### config.mk
export PLATFORM = sky130hd
export DESIGN_NAME = sme_core
export DESIGN_NICKNAME = d
export VERILOG_FILES = /design/src/sme_pkg.sv /design/src/sme_dma_hs.sv /design/src/sme_core.sv
export SDC_FILE = /design/constraint.sdc
export NUM_CORES = 1
export LEC_CHECK = 0
export BUFFER_PORTS_ARGS = -buffer_cell sky130_fd_sc_hd__buf_2
export CORE_MARGIN = 5
export CORE_UTILIZATION = 48
export CTS_BUF_LIST = sky130_fd_sc_hd__clkbuf_4
export DETAILED_ROUTE_END_ITERATION = 8
export PLACE_DENSITY = 0.79
export SETUP_SLACK_MARGIN = 0.4
export SLEW_MARGIN = 20
export SYNTH_ARGS = -nofsm -noshare
export SYNTH_HDL_FRONTEND = slang
export SYNTH_SLANG_ARGS = --single-unit
### constraint.sdc
create_clock -name sys_clk -period 2.6 [get_ports sys_clk]
set_input_delay 0.65 -clock sys_clk [delete_from_list [all_inputs] [get_ports sys_clk]]
set_output_delay 0.65 -clock sys_clk [all_outputs]
set_load 0.05 [all_outputs]
### src/sme_pkg.sv
// Package for the serial master/slave block with its silicon anomalies.
// Assumes a single 100 MHz clock domain and a synchronous active-high reset.
package sme_pkg;
  localparam int unsigned WORD_W          = 8;
  localparam int unsigned DIV_W           = 8;
  localparam int unsigned NUM_CS          = 2;
  localparam int unsigned CS_W            = 1;
  localparam int unsigned BIT_CNT_W       = 4;
  localparam logic [DIV_W-1:0]   DIV_ONE        = 8'h01;
  localparam logic [WORD_W-1:0]  WORD_RST       = 8'h00;
  localparam logic [BIT_CNT_W-1:0] BITS_PER_WORD = 4'h8;
  localparam logic [BIT_CNT_W-1:0] CNT_ZERO     = 4'h0;
  localparam logic [DIV_W-1:0]   DIV_ZERO       = 8'h00;

  typedef struct packed {
    logic             enable;
    logic             master_mode;
    logic             fault_detect_disable;
    logic             clk_pol;
    logic             inverted_phase_bit;
  } sme_cfg_t;

  typedef struct packed {
    logic [DIV_W-1:0] serial_clock_divider;
    logic             hold_select_after_transfer;
  } sme_cs_cfg_t;

  typedef enum logic [2:0] {
    ST_IDLE  = 3'b001,
    ST_SHIFT = 3'b010,
    ST_EXTRA = 3'b100
  } sme_state_t;

  function automatic logic sme_div_is_one(input logic [DIV_W-1:0] d);
    return d == DIV_ONE;
  endfunction
endpackage

### src/sme_dma_hs.sv
// Peripheral DMA handshake for the transmit side.
// Assumes tx_empty and error come from logic on the same clock.
`timescale 1ns/1ps
module sme_dma_hs (
  input  wire logic sys_clk,
  input  wire logic srst,
  input  wire logic dma_ch_en,
  input  wire logic tx_empty,
  input  wire logic xfer_error,
  input  wire logic periph_enable,
  output logic      dma_tx_req_reg,
  output logic      stalled_reg
);
  logic en_d_reg;

  always_ff @(posedge sys_clk) begin
    if (srst) begin
      en_d_reg <= 1'b0;
    end else begin
      en_d_reg <= periph_enable;
    end
  end

  // Only a disable then enable of the peripheral frees the stall
  always_ff @(posedge sys_clk) begin
    if (srst) begin
      stalled_reg <= 1'b0;
    end else if (xfer_error) begin
      stalled_reg <= 1'b1;
    end else if (periph_enable && !en_d_reg) begin
      stalled_reg <= 1'b0;
    end
  end

  // Request follows the empty flag, not the enable
  always_ff @(posedge sys_clk) begin
    if (srst) begin
      dma_tx_req_reg <= 1'b0;
    end else begin
      dma_tx_req_reg <= dma_ch_en && tx_empty && !stalled_reg && !xfer_error;
    end
  end

  chk_stall_blocks: assert property (@(posedge sys_clk) disable iff (srst)
    stalled_reg |=> !dma_tx_req_reg) else $error("request while stalled");
endmodule

### src/sme_core.sv
// Serial master/slave core with its silicon anomalies preserved.
// Assumes serial pins are synchronised here; DMA and config on sys_clk.
`timescale 1ns/1ps
module sme_core
  import sme_pkg::*;
(
  input  wire logic                        sys_clk,
  input  wire logic                        srst,
  input  wire logic                        soft_reset,
  input  wire sme_pkg::sme_cfg_t           cfg,
  input  wire sme_pkg::sme_cs_cfg_t [1:0]  cs_cfg,
  input  wire logic [sme_pkg::CS_W-1:0]    cs_sel,
  input  wire logic                        tx_wr,
  input  wire logic [sme_pkg::WORD_W-1:0]  tx_data,
  input  wire logic                        rx_rd,
  input  wire logic                        dma_ch_en,
  input  wire logic                        dma_xfer_error,
  input  wire logic                        miso_in,
  input  wire logic                        sclk_in,
  input  wire logic                        ss_n_in,
  output logic                             sclk_out_reg,
  output logic                             mosi_out_reg,
  output logic [1:0]                       cs_n_reg,
  output logic                             tx_holding_empty_flag,
  output logic [sme_pkg::WORD_W-1:0]       rx_data_reg,
  output logic                             rx_full_reg,
  output logic                             active_reg,
  output logic                             dma_tx_req,
  output logic                             dma_stalled
);
  import sme_pkg::*;

  sme_state_t           state_reg;
  logic                 run_reg;
  logic                 empty_reg;
  logic [WORD_W-1:0]    tx_holding_reg;
  logic [WORD_W-1:0]    shift_reg;
  logic [BIT_CNT_W-1:0] bit_cnt_reg;
  logic [DIV_W-1:0]     div_cnt_reg;
  logic [2:0]           sclk_sync_reg;
  logic [1:0]           ss_sync_reg;
  logic [1:0]           miso_sync_reg;
  logic                 hang;
  logic                 mixed_div;
  logic                 slave_edge;
  logic [DIV_W-1:0]     cur_div;
  logic                 ss_prev_reg;
  logic                 ss_fall;
  logic                 start_word;

  // Pin synchronisers; only the second stage and later are read
  always_ff @(posedge sys_clk) begin
    if (srst) begin
      sclk_sync_reg <= 3'h0;
      ss_sync_reg   <= 2'h3;
      ss_prev_reg   <= 1'b1;
      miso_sync_reg <= 2'h0;
    end else begin
      sclk_sync_reg <= {sclk_sync_reg[1:0], sclk_in};
      ss_sync_reg   <= {ss_sync_reg[0], ss_n_in};
      ss_prev_reg   <= ss_sync_reg[1];
      miso_sync_reg <= {miso_sync_reg[0], miso_in};
    end
  end

  assign hang       = cs_cfg[0].hold_select_after_transfer && !cfg.fault_detect_disable;
  assign mixed_div  = sme_div_is_one(cs_cfg[0].serial_clock_divider) != sme_div_is_one(cs_cfg[1].serial_clock_divider);
  assign cur_div    = cs_cfg[cs_sel].serial_clock_divider;
  assign slave_edge = !ss_sync_reg[1] && sclk_sync_reg[1] && !sclk_sync_reg[2];
  // Slave takes one word per select fall; longer frames are not supported
  assign ss_fall    = !ss_sync_reg[1] && ss_prev_reg;
  assign start_word = state_reg == ST_IDLE && run_reg && !hang && (cfg.master_mode ? !empty_reg : ss_fall);

  // Enable state; a slave ignores disable, only soft reset stops it
  always_ff @(posedge sys_clk) begin
    if (srst || soft_reset) begin
      run_reg <= 1'b0;
    end else if (cfg.enable) begin
      run_reg <= 1'b1;
    end else if (cfg.master_mode) begin
      run_reg <= 1'b0;
    end
  end

  // Holding register and empty flag; set wins over the clearing write
  always_ff @(posedge sys_clk) begin
    if (srst || soft_reset) begin
      empty_reg      <= 1'b1;
      tx_holding_reg <= WORD_RST;
    end else if (!empty_reg && start_word) begin
      empty_reg <= 1'b1;
    end else if (tx_wr && run_reg) begin
      empty_reg      <= 1'b0;
      tx_holding_reg <= tx_data;
    end
  end
  // Writes while disabled fall through untouched above: flag unchanged, data dropped
  assign tx_holding_empty_flag = empty_reg;

  // Shift engine
  always_ff @(posedge sys_clk) begin
    if (srst || soft_reset) begin
      state_reg    <= ST_IDLE;
      shift_reg    <= WORD_RST;
      bit_cnt_reg  <= CNT_ZERO;
      div_cnt_reg  <= DIV_ZERO;
      sclk_out_reg <= 1'b0;
      mosi_out_reg <= 1'b0;
      cs_n_reg     <= 2'h3;
      active_reg   <= 1'b0;
    end else begin
      case (state_reg)
        ST_IDLE: begin
          sclk_out_reg <= cfg.clk_pol;
          if (start_word) begin
            state_reg    <= ST_SHIFT;
            shift_reg    <= tx_holding_reg;
            mosi_out_reg <= tx_holding_reg[WORD_W-1];
            bit_cnt_reg <= CNT_ZERO;
            div_cnt_reg <= cur_div;
            active_reg  <= 1'b1;
            if (cfg.master_mode) begin
              cs_n_reg[cs_sel] <= 1'b0;
            end
          end
        end
        ST_SHIFT: begin
          if (cfg.master_mode) begin
            if (div_cnt_reg > DIV_ONE) begin
              div_cnt_reg <= div_cnt_reg - DIV_ONE;
            end else begin
              div_cnt_reg  <= cur_div;
              sclk_out_reg <= !sclk_out_reg;
              if (sclk_out_reg != cfg.clk_pol) begin
                // Next bit ready well before the next leading edge
                mosi_out_reg <= shift_reg[WORD_W-2];
                shift_reg    <= {shift_reg[WORD_W-2:0], miso_sync_reg[1]};
                bit_cnt_reg  <= bit_cnt_reg + 4'h1;
              end
            end
          end else if (ss_sync_reg[1]) begin
            // Select dropped mid-word: frame abandoned
            state_reg  <= ST_IDLE;
            active_reg <= 1'b0;
          end else if (slave_edge) begin
            mosi_out_reg <= shift_reg[WORD_W-1];
            shift_reg    <= {shift_reg[WORD_W-2:0], miso_sync_reg[1]};
            bit_cnt_reg  <= bit_cnt_reg + 4'h1;
          end
          if (bit_cnt_reg == BITS_PER_WORD) begin
            // Anomalous mode: one more clock toggle pair follows
            if (cfg.master_mode && cfg.clk_pol && !cfg.inverted_phase_bit && mixed_div) begin
              state_reg    <= ST_EXTRA;
              sclk_out_reg <= !cfg.clk_pol;
            end else begin
              // Overrides a divider-1 toggle in this cycle
              sclk_out_reg <= cfg.clk_pol;
              state_reg  <= ST_IDLE;
              active_reg <= 1'b0;
              if (!cs_cfg[cs_sel].hold_select_after_transfer) begin
                cs_n_reg <= 2'h3;
              end
            end
          end
        end
        ST_EXTRA: begin
          sclk_out_reg <= cfg.clk_pol;
          state_reg    <= ST_IDLE;
          active_reg   <= 1'b0;
          if (!cs_cfg[cs_sel].hold_select_after_transfer) begin
            cs_n_reg <= 2'h3;
          end
        end
        default: begin
          state_reg <= ST_IDLE;
        end
      endcase
    end
  end

  // Receive word; new data wins over a same-cycle read
  always_ff @(posedge sys_clk) begin
    if (srst || soft_reset) begin
      rx_data_reg <= WORD_RST;
      rx_full_reg <= 1'b0;
    end else if (state_reg == ST_SHIFT && bit_cnt_reg == BITS_PER_WORD) begin
      rx_data_reg <= shift_reg;
      rx_full_reg <= 1'b1;
    end else if (rx_rd) begin
      rx_full_reg <= 1'b0;
    end
  end

  sme_dma_hs u_dma_hs (
    .sys_clk        (sys_clk),
    .srst           (srst),
    .dma_ch_en      (dma_ch_en),
    .tx_empty       (empty_reg),
    .xfer_error     (dma_xfer_error),
    .periph_enable  (cfg.enable),
    .dma_tx_req_reg (dma_tx_req),
    .stalled_reg    (dma_stalled)
  );

  chk_slave_no_stop: assert property (@(posedge sys_clk) disable iff (srst)
    run_reg && !cfg.master_mode && !soft_reset |=> run_reg) else $error("slave stopped by disable");
  chk_hang_no_start: assert property (@(posedge sys_clk) disable iff (srst)
    hang && state_reg == ST_IDLE |=> state_reg == ST_IDLE) else $error("transfer began in hang mode");
  chk_disabled_flag: assert property (@(posedge sys_clk) disable iff (srst)
    !run_reg && !soft_reset && state_reg == ST_IDLE && $stable(empty_reg) |=> $stable(empty_reg) || empty_reg)
    else $error("empty flag changed while disabled");
  chk_write_clears: assert property (@(posedge sys_clk) disable iff (srst)
    tx_wr && run_reg && empty_reg && !soft_reset |=> !empty_reg) else $error("write did not clear empty");
  chk_extra_pulse: assert property (@(posedge sys_clk) disable iff (srst)
    state_reg == ST_EXTRA |-> !sclk_out_reg ##1 sclk_out_reg) else $error("extra pulse shape wrong");
  chk_req_after_off: assert property (@(posedge sys_clk) disable iff (srst)
    dma_ch_en && empty_reg && !dma_stalled && !dma_xfer_error && !cfg.enable |=> dma_tx_req)
    else $error("request dropped on disable");
  chk_error_stall: assert property (@(posedge sys_clk) disable iff (srst)
    dma_xfer_error |=> dma_stalled) else $error("error did not stall");
  chk_empty_reset: assert property (@(posedge sys_clk)
    srst |=> empty_reg) else $error("empty not set after reset");

  cov_master_word: cover property (@(posedge sys_clk) disable iff (srst)
    cfg.master_mode && state_reg == ST_SHIFT ##[1:300] state_reg == ST_IDLE);
  cov_extra: cover property (@(posedge sys_clk) disable iff (srst) state_reg == ST_EXTRA);
  cov_stall: cover property (@(posedge sys_clk) disable iff (srst) dma_stalled ##1 !dma_stalled);
  cov_slave_rx: cover property (@(posedge sys_clk) disable iff (srst) !cfg.master_mode && rx_full_reg);
endmodule

==> results.md <==
- Post-synth top area cell: dfxtp_1
- Syn Inst Count: 332
- Detailed Routing Iterations Pass 1: 4
- Antenna cells: 0
- First-pass GRT wire length: 11.2 mm
- Clock buffer count from CTS: 9
- Dominant delay contributor by cell family on the critical path: simple AND/OR/NAND/NOR gates
- Post-route antenna net violation count: 0
- Sequential-to-total area share from yosys stat: 40.7%
- CP Data Arrival Time: 2370 ps
- Yosys cell types: 59
- Pwr Density: 478 mW/mm^2
- CP Max Fanout: 23
- Fin crit period: 2040 ps
- Setup crit start kind: register
- TNS Setup: 0 ps
- Setup bufs post-CTS: 0
- Status: complete, no violations
- #FFs+latches synth: 58
- Clk_lat worst skew: 400 ps
- Syn nets: 378
- Final design utilization: 56.2%
- GRT overflow: 0
- Finished Cell Area: 0.00329 mm^2
- Initial Utilization: 48.8%
- Hold path endpoint: ss_sync_reg[0]
- Register Area: 0.00116 mm^2
- Max incr delay on CP: 750 ps
- Dpl hpwl: 4.77 mm
- Post-synth top area share: 40.7%
- Hold path depth: 2
- Worst Setup End Kind: register
- Port Buffers: 58
- Slew @ Worst Pin: 838 ps
- Reg2Reg Setup Slack: 560 ps
- Worst reg2reg path depth: 5
- Area occupied by multi-input gates: 0.00156 mm^2
- WHS: 423 ps
- Die Y-Extent: 87.1 um
- Vias post-DR: 2622
- MaxCap Viol Count: 0
- Die width: 87.1 um
- Proportion of layout cells with a drive suffix above 1: 24.9%
- FP Rows: 28
- HP Start: ss_n_in
- Hold Vio Cnt, Final: 0
- Fin nets: 430
- Clock root cell: clkbuf_4
- Critical path buffer and inverter count: 0
- Post-Syn Area: 0.00286 mm^2
- CTS tree: built
- Gpl congestion: 0.842
- H-tree Lvls: 3
- Synth top cells by count: dfxtp_1, nand2_1, nor2_1
- CTS clock-pin slew for the worst setup and hold paths: 100 ps
- Fmax: 491 MHz
- Tcrit/Tclk final: 78.3%
- Ys async rst share: 0%
- Pin count of the biggest net entering global routing: 41
- Top_reg_cell synth: dfxtp_1
- Ys Warns: 0
- RSZ-0062 raised after global routing: false
- Clock tree buffer depth: 2
- VDD IR max: 0.302 mV
- Static Leakage: 1.31 nW
- Hold Crit Class: primary input to register
- Largest cells by area after synthesis: dfxtp_1, nand2_1, mux2i_1
- Vias per cell: 5.65
- Num ports: 59
- R2r startpoint: state_reg[1]
- Layout area overhead: 15.1%
- Setup-failing EPs final: 0
- Iter 0 DRT Violations: 98
- Most frequent cell after synthesis: dfxtp_1
- Critical Path, Cell by Cell: or3b_1 -> a211oi_1 -> o21a_1 -> o21ai_0 -> a21oi_1
- Total GRT Usage: 18.6%
- Vias in the first global route: 2476
- Routed WL: 6.66 mm
- Residual DRC: 0
- Worst R2R End: div_cnt_reg[7]
- Avg Cell Area, Syn: 8.60 um^2
- Critical path's slowest cell: or3b_1
- Filler cells: 525
- Max Clock Skew: 9.28 ps
- Core box area: 0.00585 mm^2
- Rel. slew slack: 44.1%
- CP Class: register to register
- Post-synth EDFFs: 0
- Final Max Tran Viols: 0
- Critical Path RT: 2930 ps
- Routed len/inst: 14.3 um
- Die area: 0.00759 mm^2
- Number of antenna violations at the first check in global routing: 0
- Clk sink count: 58
- Area after DPL: 0.00317 mm^2
-- how the worst max path moves through the flow --
stage | start | to | slack, ps | depth (start not counted)
5_1_grt | state_reg[1] | rx_data_reg[1] | 410 | 4
2_1_floorplan | cs_cfg[15] | cs_n_reg[1] | 490 | 5
4_1_cts | state_reg[0] | shift_reg[6] | 580 | 6
3_3_place_gp | cs_cfg[15] | cs_n_reg[0] | 310 | 6
6_report | state_reg[1] | div_cnt_reg[7] | 560 | 5
3_5_place_dp | cfg[3] | shift_reg[6] | 270 | 7
-- final cells by class --
type | count | share of cell area (%)
clock buffers | 9 | 2.06
flip-flops and latches | 58 | 35.4
repair buffers | 63 | 9.97
multi-input cells | 245 | 47.5
clock inverters | 7 | 1.41
inverters | 7 | 0.799
well taps | 75 | 2.85
-- kinds of logic after synthesis --
group           after synthesis  synth area share, %
compound gates               80                 19.4
buf+inv                      29                 4.60
xor+xnor                      3                0.920
flops                        58                 40.7
mux                          19                 6.79
simple gates                139                 25.9
fa+ha+maj                     4                 1.75
-- what timing repair did --
| item | in CTS | in global routing |
|---|---|---|
| endpoints found under the setup margin | 0 | 7 |
| resized for setup | 0 | 1 |
| hold buffers | 0 | 0 |
-- per-layer routing --
layer | GRT usage, % | vias to the layer above | wire, um
met3 | 6.24 | 6 | 532
met4 | 5.58 | 0 | 65
met5 | 0 | - | 0
li1 | - | 1295 | -
met1 | 22.5 | 1239 | 2910
met2 | 31.3 | 82 | 3150
-- worst reg2reg max path, cell delays in order (launching register included) --
cell and delay [ps]:
dfxtp_1 510, or3b_1 750, a211oi_1 340, o21a_1 140
o21ai_0 90, a21oi_1 150
-- power breakdown --
| part | internal, W | switching (W) | total [W] | leakage (nW) |
|---|---|---|---|---|
| clock | 0.000192 | 0.000351 | 0.000543 | 0.0593 |
| combinational | 0.0000558 | 0.0000672 | 0.000123 | 0.779 |
| sequential | 0.000899 | 0.00000673 | 0.000906 | 0.469 |
-- cell usage in the layout, fill, tap and decap left out, types with 3 or more instances in the layout --
cell and instances:
a21oi_1 26, a311oi_1 8, buf_2 58, buf_4 5
clkbuf_4 9, dfxtp_1 57, ha_1 4, inv_1 7
mux2_2 3, mux2i_1 16, nand2_1 48, nand2b_1 6
nand3_1 5, nand4_1 4, nor2_1 29, nor2b_1 7
nor3_1 8, nor4_1 3, o211ai_1 5, o21ai_0 15
or2_2 5, or3_1 3
-- stage by stage --
| stage | cells | setup slack, ps | total power, W |
|---|---|---|---|
| 4_1_cts | 464 | 575 | 0.00159 |
| 2_1_floorplan | 332 | 485 | 0.000997 |
| 6_report | 464 | 564 | 0.00157 |
| 5_1_grt | 464 | 409 | 0.00164 |
| 3_3_place_gp | 448 | 309 | 0.00104 |
| 3_5_place_dp | 448 | 270 | 0.00105 |
Power figures use the tool's default switching activity.
